===== src/design/wdt_supervisor_regs.vh =====
// Register offsets, field positions, reset values and timing constants of the watchdog supervisor.
`ifndef WDT_SUPERVISOR_REGS_VH
`define WDT_SUPERVISOR_REGS_VH

// Register offsets.
`define REG_MODE_PRESCALE 7'h13
`define REG_TIMER_ERRCNT 7'h14
`define REG_ERROR_THRESHOLD 7'h16
`define REG_IRQ_STATUS 7'h17

// Fields of the mode and prescale register.
`define MODE_SEL_HI 7
`define MODE_SEL_LO 6
`define PRESCALE_HI 5
`define PRESCALE_LO 4

// Fields of the timer and error count register.
`define TIMER_HI 7
`define TIMER_LO 5
`define ERRCNT_HI 4
`define ERRCNT_LO 1
`define STANDBY_DIS_BIT 0

// Fields of the threshold and interrupt status registers.
`define THRESH_HI 7
`define THRESH_LO 6
`define IRQ_WD_BIT 0

// Watchdog style encodings.
`define WD_MODE_OFF 2'h0
`define WD_MODE_TIMEOUT 2'h1
`define WD_MODE_WINDOW 2'h2

// Reset values.
`define MODE_PRESCALE_RESET 8'h80
`define TIMER_ERRCNT_RESET 8'h02
`define ERROR_THRESHOLD_RESET 8'h00
`define ERRCNT_RESET 4'h1

// Trip counts selected by the threshold field.
`define TRIP_SEL0 4'h1
`define TRIP_SEL1 4'h5
`define TRIP_SEL2 4'h9
`define TRIP_SEL3 4'hf

// Operating modes reported by the mode controller.
`define OPMODE_OTHER 2'h0
`define OPMODE_STANDBY 2'h1
`define OPMODE_NORMAL 2'h2
`define OPMODE_FAST 2'h3

// Timing figures in their own units and the clock rate.
`define CLK_FREQ_KHZ 100000
`define TRIG_FILTER_NS 1000
`define RESET_PULSE_US 2000
`define PIN_WINDOW_LOW_MS 10'd64
`define PIN_WINDOW_OPEN_MS 10'd128
`define PIN_WINDOW_HIGH_MS 10'd256

`endif


===== src/design/spi_register_port.v =====
// Serial register port: 16-bit frames, command byte then data byte, MSB first, SPI mode 0.
`default_nettype none

module spi_register_port (
    // Clock and reset.
    input wire clk,
    input wire reset_n,
    // Serial pins.
    input wire spi_sclk,
    input wire spi_cs_n,
    input wire spi_mosi,
    output reg spi_miso,
    // Register side.
    output reg [6:0] reg_addr,
    output reg [7:0] reg_wdata,
    output reg reg_write,
    input wire [7:0] reg_rdata
);

    reg [1:0] sclk_sync;
    reg [1:0] cs_sync;
    reg [1:0] mosi_sync;
    reg sclk_last;
    reg [4:0] bit_count;
    reg [14:0] shift_in;
    reg [7:0] shift_out;
    wire sclk_rise;
    wire sclk_fall;

    // Pins come from the host's domain, so each passes two flip-flops first.
    always @(posedge clk or negedge reset_n) begin
        if (!reset_n) begin
            sclk_sync <= 2'h0;
            cs_sync <= 2'h3;
            mosi_sync <= 2'h0;
            sclk_last <= 1'b0;
        end else begin
            sclk_sync <= {sclk_sync[0], spi_sclk};
            cs_sync <= {cs_sync[0], spi_cs_n};
            mosi_sync <= {mosi_sync[0], spi_mosi};
            sclk_last <= sclk_sync[1];
        end
    end

    assign sclk_rise = sclk_sync[1] & ~sclk_last;
    assign sclk_fall = ~sclk_sync[1] & sclk_last;

    // Shift on rising edges, answer on falling edges; a frame cut short writes nothing.
    always @(posedge clk or negedge reset_n) begin
        if (!reset_n) begin
            bit_count <= 5'h00;
            shift_in <= 15'h0000;
            shift_out <= 8'h00;
            spi_miso <= 1'b0;
            reg_addr <= 7'h00;
            reg_wdata <= 8'h00;
            reg_write <= 1'b0;
        end else begin
            reg_write <= 1'b0;
            if (cs_sync[1]) begin
                bit_count <= 5'h00;
                spi_miso <= 1'b0;
            end else begin
                if (sclk_rise && bit_count != 5'h10) begin
                    shift_in <= {shift_in[13:0], mosi_sync[1]};
                    bit_count <= bit_count + 5'h01;
                    if (bit_count == 5'h07) begin
                        reg_addr <= {shift_in[5:0], mosi_sync[1]};
                    end
                    if (bit_count == 5'h0f) begin
                        reg_wdata <= {shift_in[6:0], mosi_sync[1]};
                        reg_write <= shift_in[14];
                    end
                end
                if (sclk_fall) begin
                    if (bit_count == 5'h08) begin
                        spi_miso <= reg_rdata[7];
                        shift_out <= {reg_rdata[6:0], 1'b0};
                    end else begin
                        spi_miso <= shift_out[7];
                        shift_out <= {shift_out[6:0], 1'b0};
                    end
                end
            end
        end
    end

endmodule

`default_nettype wire


===== src/design/windowed_watchdog_supervisor.v =====
// Windowed watchdog supervisor with error counter, reset pulse generation and serial register access.
//
// Functional notes
// RULE1 - SPI control: errors count the counter up.
// RULE2 - Error counter starts at one after reset.
// RULE3 - Good trigger counts down, saturating at zero.
// RULE4 - Trip: restart mode, counter one, reset low.
// RULE5 - Pulse over: back to standby, reset released.
// RULE6 - Threshold field selects trip 1, 5, 9, 15.
// RULE7 - Error count readable in timer register.
// RULE8 - Pin control: watchdog reset low per error.
// RULE9 - Trip count one: first failure restarts.
// RULE10 - Bad trigger sets interrupt flag, output low.
// RULE11 - Pin control: strap picks total window.
// RULE12 - Window split equally closed then open.
// RULE13 - Both edges trigger; short glitches filtered.
// RULE14 - Trigger pulse is two events, an error.
// RULE15 - Mode field picks timeout or window style.
// RULE16 - Prescaler and timer fields set length.
// RULE17 - Timeout mode: trigger anytime before expiry.
// RULE18 - Host allows ten percent oscillator tolerance.
// RULE19 - Host uses timeout for sub-16 ms triggering.
// RULE20 - Mode field zero disables the watchdog.
// RULE21 - Config change reloads counter, restarts timers.
// RULE22 - Entering fast, normal, standby restarts timing.
// RULE23 - Fast mode failure only sets interrupt.
// RULE24 - Trigger in closed half is incorrect.
`include "wdt_supervisor_regs.vh"
`default_nettype none

module windowed_watchdog_supervisor #(
    parameter CYCLES_PER_MS = `CLK_FREQ_KHZ / 1000 * 1000,
    parameter RESET_PULSE_CYCLES = `RESET_PULSE_US * (`CLK_FREQ_KHZ / 1000),
    parameter FILTER_CYCLES = (`TRIG_FILTER_NS * (`CLK_FREQ_KHZ / 1000) + 999) / 1000
) (
    // Clock and reset.
    input wire clk,
    input wire reset_n,
    // Control straps, sampled once after reset release.
    input wire spi_control_strap,
    input wire window_size_strap_high,
    input wire window_size_strap_low,
    // Operating mode from the mode controller, same clock.
    input wire [1:0] op_mode,
    // Trigger pin from the host.
    input wire trigger_input,
    // Serial register port.
    input wire spi_sclk,
    input wire spi_cs_n,
    input wire spi_mosi,
    output wire spi_miso,
    // Outputs to the host.
    output reg system_reset_out_n,
    output reg watchdog_reset_out_n,
    output reg interrupt_out_n,
    output reg restart_active
);

    // Reset image of the timer register, so that its timer field can be cut out at its own width.
    localparam [7:0] TIMER_ERRCNT_INIT = `TIMER_ERRCNT_RESET;

    wire [6:0] reg_addr;
    wire [7:0] reg_wdata;
    wire reg_write;
    reg [7:0] reg_rdata;
    reg [7:0] mode_prescale;
    reg [2:0] timer_sel;
    reg standby_disable;
    reg [1:0] thresh_sel;
    reg irq_flag;
    reg [3:0] err_count;
    reg [3:0] next_err_count;
    reg [1:0] strap_sync;
    reg [1:0] win_hi_sync;
    reg [1:0] win_lo_sync;
    reg [1:0] settle;
    reg spi_mode;
    reg [1:0] pin_window;
    reg [1:0] trig_sync;
    reg trig_level;
    reg [15:0] filter_count;
    reg [31:0] ms_count;
    reg [9:0] elapsed_ms;
    reg [31:0] pulse_count;
    reg [1:0] last_op_mode;
    reg [9:0] total_ms;
    reg [3:0] trip_count;
    reg [1:0] wd_style;
    wire trig_edge;
    wire ms_tick;
    wire wd_enabled;
    wire cfg_write;
    wire mode_entry;
    wire restart_timing;
    wire closed_part;
    wire good_trigger;
    wire bad_trigger;
    wire missed_window;
    wire wd_error;
    wire trip;

    // The serial port reaches the register file.
    spi_register_port u_spi_port (
        .clk(clk),
        .reset_n(reset_n),
        .spi_sclk(spi_sclk),
        .spi_cs_n(spi_cs_n),
        .spi_mosi(spi_mosi),
        .spi_miso(spi_miso),
        .reg_addr(reg_addr),
        .reg_wdata(reg_wdata),
        .reg_write(reg_write),
        .reg_rdata(reg_rdata)
    );

    // Straps are synchronised, then caught once the chain has settled after reset.
    always @(posedge clk or negedge reset_n) begin
        if (!reset_n) begin
            strap_sync <= 2'h0;
            win_hi_sync <= 2'h0;
            win_lo_sync <= 2'h0;
            settle <= 2'h0;
            spi_mode <= 1'b0;
            pin_window <= 2'h0;
        end else begin
            strap_sync <= {strap_sync[0], spi_control_strap};
            win_hi_sync <= {win_hi_sync[0], window_size_strap_high};
            win_lo_sync <= {win_lo_sync[0], window_size_strap_low};
            if (settle != 2'h3) begin
                settle <= settle + 2'h1;
            end
            if (settle == 2'h2) begin
                spi_mode <= strap_sync[1];
                pin_window <= {win_hi_sync[1], win_lo_sync[1]}; // RULE11
            end
        end
    end

    // Trigger pin: two flip-flops, then a level filter; either edge of the filtered level counts.
    always @(posedge clk or negedge reset_n) begin
        if (!reset_n) begin
            trig_sync <= 2'h0;
            trig_level <= 1'b0;
            filter_count <= 16'h0000;
        end else begin
            trig_sync <= {trig_sync[0], trigger_input};
            if (trig_sync[1] == trig_level || settle != 2'h3) begin
                filter_count <= 16'h0000;
                trig_level <= (settle != 2'h3) ? trig_sync[1] : trig_level;
            end else if (filter_count == FILTER_CYCLES[15:0] - 16'h0001) begin
                filter_count <= 16'h0000;
                trig_level <= trig_sync[1]; // RULE13
            end else begin
                filter_count <= filter_count + 16'h0001;
            end
        end
    end

    // A change of the filtered level is one trigger event, rising or falling.
    assign trig_edge = (trig_sync[1] != trig_level) && (filter_count == FILTER_CYCLES[15:0] - 16'h0001)
        && (settle == 2'h3); // RULE13

    // Style and length: pin control always runs a window from the strap.
    always @* begin
        wd_style = spi_mode ? mode_prescale[`MODE_SEL_HI:`MODE_SEL_LO] : `WD_MODE_WINDOW; // RULE15
        if (wd_style == 2'h3) begin
            wd_style = `WD_MODE_WINDOW;
        end
        if (spi_mode) begin
            total_ms = {3'h0, ({1'b0, timer_sel} + 4'h1), 3'h0}
                << mode_prescale[`PRESCALE_HI:`PRESCALE_LO]; // RULE16
        end else begin
            case (pin_window)
                2'h1: total_ms = `PIN_WINDOW_LOW_MS; // RULE11
                2'h2: total_ms = `PIN_WINDOW_HIGH_MS;
                default: total_ms = `PIN_WINDOW_OPEN_MS;
            endcase
        end
        case (thresh_sel)
            2'h0: trip_count = `TRIP_SEL0; // RULE6
            2'h1: trip_count = `TRIP_SEL1;
            2'h2: trip_count = `TRIP_SEL2;
            default: trip_count = `TRIP_SEL3;
        endcase
    end

    // Running conditions; the watchdog halts outside the supervised modes and during restart.
    assign wd_enabled = (!spi_mode || wd_style != `WD_MODE_OFF) // RULE20
        && (op_mode != `OPMODE_OTHER) && !restart_active && (settle == 2'h3)
        && !(spi_mode && standby_disable && op_mode == `OPMODE_STANDBY);
    assign cfg_write = reg_write && spi_mode && (reg_addr == `REG_MODE_PRESCALE
        || reg_addr == `REG_TIMER_ERRCNT || reg_addr == `REG_ERROR_THRESHOLD);
    assign mode_entry = (op_mode != last_op_mode) && (op_mode != `OPMODE_OTHER);
    assign restart_timing = cfg_write || mode_entry || !wd_enabled; // RULE21 RULE22

    // Timer events. Hazard: a trigger in the closing millisecond of a window still counts as good.
    assign closed_part = (wd_style == `WD_MODE_WINDOW) && (elapsed_ms < (total_ms >> 1)); // RULE12
    assign good_trigger = wd_enabled && !restart_timing && trig_edge && !closed_part; // RULE17
    assign bad_trigger = wd_enabled && !restart_timing && trig_edge && closed_part; // RULE24 RULE14
    assign missed_window = wd_enabled && !restart_timing && !trig_edge && ms_tick
        && (elapsed_ms + 10'h001 >= total_ms);
    assign wd_error = bad_trigger || missed_window;
    assign ms_tick = (ms_count == CYCLES_PER_MS - 1);

    // Millisecond base and elapsed window time; every trigger or error starts a fresh window.
    always @(posedge clk or negedge reset_n) begin
        if (!reset_n) begin
            ms_count <= 32'h00000000;
            elapsed_ms <= 10'h000;
            last_op_mode <= `OPMODE_OTHER;
        end else begin
            last_op_mode <= op_mode;
            if (restart_timing || trig_edge || wd_error) begin
                ms_count <= 32'h00000000; // RULE22
                elapsed_ms <= 10'h000;
            end else if (ms_tick) begin
                ms_count <= 32'h00000000;
                elapsed_ms <= elapsed_ms + 10'h001;
            end else begin
                ms_count <= ms_count + 32'h00000001;
            end
        end
    end

    // Error counter arithmetic; pin control trips on every error outside fast mode.
    always @* begin
        next_err_count = err_count;
        if (good_trigger && err_count != 4'h0) begin
            next_err_count = err_count - 4'h1; // RULE3
        end else if (wd_error && err_count != 4'hf) begin
            next_err_count = err_count + 4'h1; // RULE1
        end
    end

    assign trip = wd_error && (op_mode != `OPMODE_FAST) // RULE23
        && (!spi_mode || next_err_count >= trip_count); // RULE9 RULE14

    // Error counter, restart mode and the reset pulses.
    always @(posedge clk or negedge reset_n) begin
        if (!reset_n) begin
            err_count <= `ERRCNT_RESET; // RULE2
            restart_active <= 1'b0;
            pulse_count <= 32'h00000000;
            system_reset_out_n <= 1'b1;
            watchdog_reset_out_n <= 1'b1;
        end else begin
            if (cfg_write || trip) begin
                err_count <= `ERRCNT_RESET; // RULE21 RULE4
            end else if (spi_mode && op_mode != `OPMODE_FAST) begin
                err_count <= next_err_count; // RULE1 RULE3
            end
            if (trip) begin
                restart_active <= 1'b1; // RULE4
                pulse_count <= 32'h00000000;
                system_reset_out_n <= 1'b0;
                watchdog_reset_out_n <= spi_mode; // RULE8
            end else if (restart_active) begin
                if (pulse_count == RESET_PULSE_CYCLES - 1) begin
                    restart_active <= 1'b0; // RULE5
                    system_reset_out_n <= 1'b1;
                    watchdog_reset_out_n <= 1'b1;
                end else begin
                    pulse_count <= pulse_count + 32'h00000001;
                end
            end
        end
    end

    // Registers; writing a one to the interrupt flag clears it, but a new error wins.
    always @(posedge clk or negedge reset_n) begin
        if (!reset_n) begin
            mode_prescale <= `MODE_PRESCALE_RESET;
            timer_sel <= TIMER_ERRCNT_INIT[`TIMER_HI:`TIMER_LO];
            standby_disable <= 1'b0;
            thresh_sel <= 2'h0;
            irq_flag <= 1'b0;
            interrupt_out_n <= 1'b1;
        end else begin
            if (reg_write && reg_addr == `REG_MODE_PRESCALE) begin
                mode_prescale <= reg_wdata;
            end
            if (reg_write && reg_addr == `REG_TIMER_ERRCNT) begin
                timer_sel <= reg_wdata[`TIMER_HI:`TIMER_LO];
                standby_disable <= reg_wdata[`STANDBY_DIS_BIT];
            end
            if (reg_write && reg_addr == `REG_ERROR_THRESHOLD) begin
                thresh_sel <= reg_wdata[`THRESH_HI:`THRESH_LO];
            end
            if (wd_error) begin
                irq_flag <= 1'b1; // RULE10 RULE23
            end else if (reg_write && reg_addr == `REG_IRQ_STATUS && reg_wdata[`IRQ_WD_BIT]) begin
                irq_flag <= 1'b0;
            end
            interrupt_out_n <= !(wd_error || (irq_flag
                && !(reg_write && reg_addr == `REG_IRQ_STATUS && reg_wdata[`IRQ_WD_BIT]))); // RULE10
        end
    end

    // Read mux; unmapped addresses read as zero.
    always @* begin
        case (reg_addr)
            `REG_MODE_PRESCALE: reg_rdata = mode_prescale;
            `REG_TIMER_ERRCNT: reg_rdata = {timer_sel, err_count, standby_disable}; // RULE7
            `REG_ERROR_THRESHOLD: reg_rdata = {thresh_sel, 6'h00};
            `REG_IRQ_STATUS: reg_rdata = {7'h00, irq_flag};
            default: reg_rdata = 8'h00;
        endcase
    end

endmodule

`default_nettype wire


===== config.mk =====
export PLATFORM = sky130hd
export DESIGN_NAME = windowed_watchdog_supervisor
export DESIGN_NICKNAME = d
export VERILOG_FILES = /design/src/design/spi_register_port.v /design/src/design/windowed_watchdog_supervisor.v
export VERILOG_INCLUDE_DIRS = /design/src /design/src/design
export SDC_FILE = /design/constraint.sdc
export NUM_CORES = 1
export LEC_CHECK = 0
export BUFFER_PORTS_ARGS = -buffer_cell sky130_fd_sc_hd__buf_4
export CORE_MARGIN = 1
export CORE_UTILIZATION = 45
export DETAILED_ROUTE_END_ITERATION = 6
export PLACE_DENSITY_LB_ADDON = 0.3
export SLEW_MARGIN = 20
export SYNTH_ARGS = -nofsm -noshare
export SYNTH_HDL_FRONTEND = slang
export SYNTH_HIERARCHICAL = 1
export SYNTH_SLANG_ARGS = --single-unit

===== constraint.sdc =====
create_clock -name clk -period 4.64 [get_ports clk]
set_input_delay 0.928 -clock clk [delete_from_list [all_inputs] [get_ports clk]]
set_output_delay 0.928 -clock clk [all_outputs]
set_load 0.05 [all_outputs]

==> impl_metrics.ini, run 1 <==
[run_status]
outcome = finished, final reports clean

[pwr]
comb_power_share_pct = 10.4
leakagePower_nw = 4.50
swShare_pct = 26.1
irDropWorstVdd_mv = 0.280
pwr-share-seq_pct = 49.8
power_density_nw_per_um2 = 353
power.internal_mw = 2.76
switching_power_mw = 0.972
pwr-share-clk_pct = 39.9

[synthesis]
ys_seq_area_share_pct = 49.4
syn-instance-count = 895
synth_simple_gate_area_share_pct = 21.2
ys.flop_type = dfrtp_1
synth_top_area_share_pct = 47.4
synth_edf_count = 0
synth_compound_area_share_pct = 7.70
synth_commonest_cells = dfrtp_1, nor2_1, nand2_1, xor2_1, nand3_1
yosys.cell_count.top_type = dfrtp_1
ys_types = 63
yosys.area.top_type = dfrtp_1
yosys.area_share.adder_pct = 4.11
postSynth.asyncResetShare_pct = 100
synth_top_family_by_area = simple AND/OR/NAND/NOR gates
synth_area_leaders = dfrtp_1, mux2_2, xor2_1
avgSynthCellArea_um2 = 10.2
syn_nets = 936
synth_area_um2 = 9130
synth-xor-area-share_pct = 8.15
synth-seq-cells = 180
synthMuxAreaShare_pct = 7.08
yosys_warnings = 6

[cts]
cts_htree_levels = 4
clk_path_buf_depth = 2
cts_tree = yes
insertion_delay_ns = 0.43
numCtsBuffers = 17
clkTransAtPathRegs_ns = 0.06
ctsHoldBuffers = 0
cts_sinks = 180
ctsRootBufferMaster = clkbuf_16

[floorplan]
die_h_um = 144
io-pin-count = 16
fp.dieW_um = 144
die_area_um2 = 20900
coreArea_um2 = 19700
fp-row-count = 51
start_util_pct = 46.5

[sta]
setup_ws_ns = 0.109
maxSlewViolCount = 0
period_minus_slack_ns = 4.53
tightest_slew_ns = 0.955
rsz0062_at_grt = yes
clock.fmax_mhz = 221
hold_violations = 0
period_share_pct = 97.6
setup_violations = 0
fin_skew_ns = 0.0168
slew_headroom_pct = 36.3

[worst_setup_path]
path_class = flop to flop
critPathMaxFanout = 8
critPathLaunchType = flop
crit_arrival_ns = 4.83
cp_data_required_time_ns = 4.94
end_kind = flop

[routing]
vias_per_cell = 5.36
drc_errors = 0
drtIter0Drc = 389
dr.pass1.iters = 5
ant_nets = 0
wl_per_cell_um = 15.1
vias = 6498
totalWireLength_um = 18400

[job]
drv_cap = 0

[global_routing]
antenna_found_initial = 0
grt_overflow = 0
grt_max_degree = 121
grt_usage_pct = 18.5
grt_pass1_vias = 6132
grt_pass1_wl_um = 30200

[placed_design]
routabilityCongestion = 0.921
dp_hpwl_um = 12300
pre_cts_slack_ns = 0.0754
portBuffers = 15

[cells_and_area]
syn2layout_area_growth_pct = 15.6
utilization_pct = 53.7
fillers = 1794
n_antenna_cell = 0
drive_above_1_share_pct = 19.0
nets = 976

[hold_path]
hold_class = flop to flop
## worst max-delay path, stage by stage, from the launching register on
cell       delay [ns]
dfrtp_1          0.38
ha_2             0.20
xnor2_2          0.21
buf_4            0.16
a211oi_2         0.06
a21o_1           0.17
mux2i_1          0.19
ha_2             0.32
o21ai_2          0.15
o21bai_2         0.10
nand4_1          0.16
o211a_1          0.22
nor3b_2          0.06
nand3b_1         0.21
buf_4            0.17
o211a_1          0.23
ha_1             0.28
and3_4           0.19
and2_4           0.14
nand4_1          0.11
mux2i_2          0.23
o211a_4          0.26
clkbuf_16        0.19
nor2_4           0.04
## logic make-up (layout without fill, tap and decap cells)
family,count (synthesis),after routing
mux,59,59
xor+xnor,85,85
simple gates,391,391
compound gates,101,101
fa+ha+maj,30,30
flops,180,180
buf+inv,49,102
## per-layer routing
| layer | vias up | routed length (um) | global-route usage [%] |
|---|---|---|---|
| met5 | - | 0 | 0 |
| met1 | 3178 | 9070 | 26.4 |
| met2 | 88 | 8610 | 28.6 |
| li1 | 3218 | - | - |
| met3 | 14 | 486 | 3.11 |
| met4 | 0 | 199 | 5.26 |
## stage by stage
stage          TNS (ns)  instance area [um^2]  hold slack (ns)  cells  total power [mW]
2_1_floorplan         0                  9130            0.331    895              2.10
3_3_place_gp          0                  9640            0.332   1172              2.22
3_5_place_dp          0                  9640            0.336   1172              2.23
4_1_cts               0                 10200            0.351   1204              3.73
5_1_grt           -5.96                 10600            0.355   1213              3.90
6_report              0                 10600            0.349   1213              3.73
## power groups by stage
stage / combinational (mW) / clock (mW) / sequential [mW]
2_1_floorplan: 0.254 / 0 / 1.85
3_3_place_gp: 0.341 / 0 / 1.88
3_5_place_dp: 0.349 / 0 / 1.88
4_1_cts: 0.350 / 1.53 / 1.85
5_1_grt: 0.440 / 1.59 / 1.88
6_report: 0.387 / 1.49 / 1.86
## flip-flops by register name, indices dropped and copies added, names as in the netlist, 8 cells and up
signal,count
elapsed_ms,10
filter_count,16
mode_prescale,8
ms_count,32
pulse_count,32
u_spi_port/reg_wdata,8
u_spi_port/shift_in,15
## final timing paths
| kind | to | from | cells after the start | slack [ns] |
|---|---|---|---|---|
| min in group asynchronous | filter_count[2]$_DFF_PN0_ | reset_n | 1 | 0.64 |
| hold / removal | win_hi_sync[1]$_DFF_PN0_ | win_hi_sync[0]$_DFF_PN0_ | 0 | 0.35 |
| hold reg to reg | win_hi_sync[1]$_DFF_PN0_ | win_hi_sync[0]$_DFF_PN0_ | 0 | 0.35 |
| setup / recovery | pulse_count[29]$_DFFE_PN0P_ | timer_sel[1]$_DFFE_PN0P_ | 23 | 0.11 |
| max in group asynchronous | system_reset_out_n$_DFFE_PN1P_ | reset_n | 2 | 3.04 |
| setup reg to reg | pulse_count[29]$_DFFE_PN0P_ | timer_sel[1]$_DFFE_PN0P_ | 23 | 0.11 |
## cell type report
cell class	instances	area, um^2	share of cell area, %
timing repair buffer	44	392	3.71
clock inverter	13	174	1.65
inverter	26	97.6	0.924
tap	265	332	3.14
sequential	180	4510	42.7
clock buffer	19	433	4.10
multi-input combinational	666	4620	43.8
## cells in the final DEF (no fill, tap or decap), types with 19 or more instances in the layout
cell	instances
xnor2_1	29
nor2_1	103
nand2_1	81
buf_4	38
xor2_1	55
inv_1	26
ha_1	27
mux2_2	44
nand3_1	53
clkbuf_16	19
and3_1	21
o21ai_0	30
dfrtp_1	173
a21oi_1	19
nand4_1	19
## repair_timing
action,CTS,global route
setup buffers,0,6
endpoints found under the setup margin,0,39
gates resized for setup,0,56
Power figures use the tool's default switching activity.
==> run 2: changes to the inputs <==
Settings changed: SYNTH_HIERARCHICAL 1 to default.
==> impl_metrics.ini, run 2 <==
[run_status]
outcome = finished, final reports clean

[synthesis]
synthMuxAreaShare_pct = 6.28
yosys.cell_count.top_type = dfrtp_1
yosys.area_share.adder_pct = 4.17
synth_area_leaders = dfrtp_1, xor2_1, mux2_2
yosys.area.top_type = dfrtp_1
yosys_warnings = 0
synth_top_area_share_pct = 48.1
syn-instance-count = 882
ys.flop_type = dfrtp_1
postSynth.asyncResetShare_pct = 100
synth_simple_gate_area_share_pct = 21.1
synth_area_um2 = 9010
ys_types = 54
syn_nets = 923
synth_compound_area_share_pct = 6.71
avgSynthCellArea_um2 = 10.2
synth-xor-area-share_pct = 9.43
ys_seq_area_share_pct = 50.1
synth-seq-cells = 180
synth_commonest_cells = dfrtp_1, nor2_1, nand2_1, xor2_1, mux2_2
synth_top_family_by_area = simple AND/OR/NAND/NOR gates
synth_edf_count = 0

[sta]
rsz0062_at_grt = no
holdWs_ns = 0.349
hold_violations = 0
period_share_pct = 93.0
fin_skew_ns = 0.0112
clock.fmax_mhz = 232
tightest_slew_ns = 0.912
slew_headroom_pct = 39.2
setup_tns_ns = 0
setup_violations = 0
maxSlewViolCount = 0
period_minus_slack_ns = 4.32
setup_ws_ns = 0.323

[cells_and_area]
n_antenna_cell = 0
syn2layout_area_growth_pct = 12.7
finalNonFillerCells = 1186
reg.largest.list = ms_count x32, pulse_count x32, filter_count x16
drive_above_1_share_pct = 14.1
multi_input_area_um2 = 4350
fillers = 1814
finalInstanceArea_um2 = 10100
nets = 949
utilization_pct = 52.0
final_common_cell = dfrtp_1
seq_area_um2 = 4510
mostFrequentLayoutCells = dfrtp_1, nor2_1, nand2_1, xor2_1, mux2_2

[pwr]
leakagePower_nw = 4.50
power_density_nw_per_um2 = 320
swShare_pct = 22.7
switching_power_mw = 0.735
pwr-share-seq_pct = 51.1
power_mw = 3.25
irDropWorstVdd_mv = 0.248
pwr-share-clk_pct = 45.1
power.internal_mw = 2.51
comb_power_share_pct = 3.9

[placed_design]
routabilityCongestion = 0.840
dp_hpwl_um = 11600
place_inst = 1153
placed_area_um2 = 9480
pre_cts_slack_ns = 0.171
portBuffers = 15

[floorplan]
die_h_um = 143
coreArea_um2 = 19500
die_area_um2 = 20600
io-pin-count = 16
start_util_pct = 46.1
fp-row-count = 51
fp.dieW_um = 143

[worst_setup_path]
path_class = flop to flop
crit_arrival_ns = 4.68
cp_data_required_time_ns = 5.00
end_kind = flop
critPathMaxFanout = 20
critPathLaunchType = flop

[routing]
totalWireLength_um = 17100
drc_errors = 0
vias_per_cell = 5.29
dr.pass1.iters = 4
vias = 6276
ant_nets = 0
drtIter0Drc = 233
wl_per_cell_um = 14.4

[cts]
clk_path_buf_depth = 2
cts_sinks = 180
cts_tree = yes
insertion_delay_ns = 0.43
ctsHoldBuffers = 0
cts_htree_levels = 4
ctsRootBufferMaster = clkbuf_16
numCtsBuffers = 17
clkTransAtPathRegs_ns = 0.07

[hold_path]
hold_class = flop to flop

[global_routing]
antenna_found_initial = 0
globalRouteMet1Util_pct = 25.4
grt_overflow = 0
grtUsageMet3_pct = 4.67
top_usage_layer = met2
met2_usage_pct = 27.5
grt_usage_pct = 18.2
grt_max_degree = 112
grt_pass1_wl_um = 29600
grt_pass1_vias = 6136

[job]
drv_cap = 0
## run 2: final timing paths
path	slack (ns)	from	cells past startpoint	endpoint
setup / recovery	0.32	timer_sel[1]$_DFFE_PN0P_	22	pulse_count[24]$_DFFE_PN0P_
hold / removal	0.35	u_spi_port.mosi_sync[0]$_DFF_PN0_	0	u_spi_port.mosi_sync[1]$_DFF_PN0_
setup reg to reg	0.32	timer_sel[1]$_DFFE_PN0P_	22	pulse_count[24]$_DFFE_PN0P_
hold reg to reg	0.35	u_spi_port.mosi_sync[0]$_DFF_PN0_	0	u_spi_port.mosi_sync[1]$_DFF_PN0_
max in group asynchronous	3.19	reset_n	2	err_count[0]$_DFFE_PN1P_
min in group asynchronous	0.56	reset_n	1	filter_count[11]$_DFF_PN0_
## run 2: final cells by class
type | count | share of cell area (%)
Clock buffer | 21 | 4.54
Clock inverter | 11 | 1.39
Inverter | 21 | 0.777
Multi-Input combinational cell | 655 | 42.9
Sequential cell | 180 | 44.5
Tap cell | 265 | 3.27
Timing Repair Buffer | 33 | 2.70
## run 2: routing by layer
| metal | vias to the layer above | share of wire (%) |
|---|---|---|
| met5 | - | 0 |
| li1 | 3127 | - |
| met2 | 64 | 45 |
| met3 | 18 | 2.9 |
| met4 | 0 | 1.4 |
| met1 | 3067 | 51 |
## run 2: worst max-delay path: stages (launching register included)
cell	delay (ns)
dfrtp_1	0.40
ha_1	0.32
inv_1	0.05
mux2i_2	0.18
nand2_1	0.08
o211ai_1	0.10
o21ai_1	0.14
ha_1	0.32
nand2_1	0.05
a21oi_1	0.15
o221ai_2	0.15
and3b_2	0.27
a22o_2	0.21
and3_1	0.17
a21oi_1	0.14
xnor2_1	0.08
ha_1	0.34
a21o_1	0.18
a21oi_2	0.15
a21oi_1	0.08
or3_4	0.38
buf_6	0.18
nor2_1	0.12
## run 2: logic make-up after synthesis
kind of cell,Yosys count
XOR/XNOR,97
multiplexers,51
AND/OR/NAND/NOR,383
adder cells (fa/ha/maj),30
buffers and inverters,47
AO/OA/AOI/OAI,94
flip-flops,180
## run 2: power groups by stage
stage / sequential (mW) / combinational, mW / clock, mW
floorplan: 1.67 / 0.0718 / 0
global placement: 1.68 / 0.124 / 0
detailed placement: 1.69 / 0.126 / 0
CTS: 1.66 / 0.127 / 1.51
global route: 1.67 / 0.145 / 1.58
finish: 1.66 / 0.125 / 1.46
## run 2: repair_timing
action | 4_1_cts | 5_1_grt
gates resized for setup | 0 | 17
setup endpoints to repair | 0 | 37
setup buffers | 0 | 1
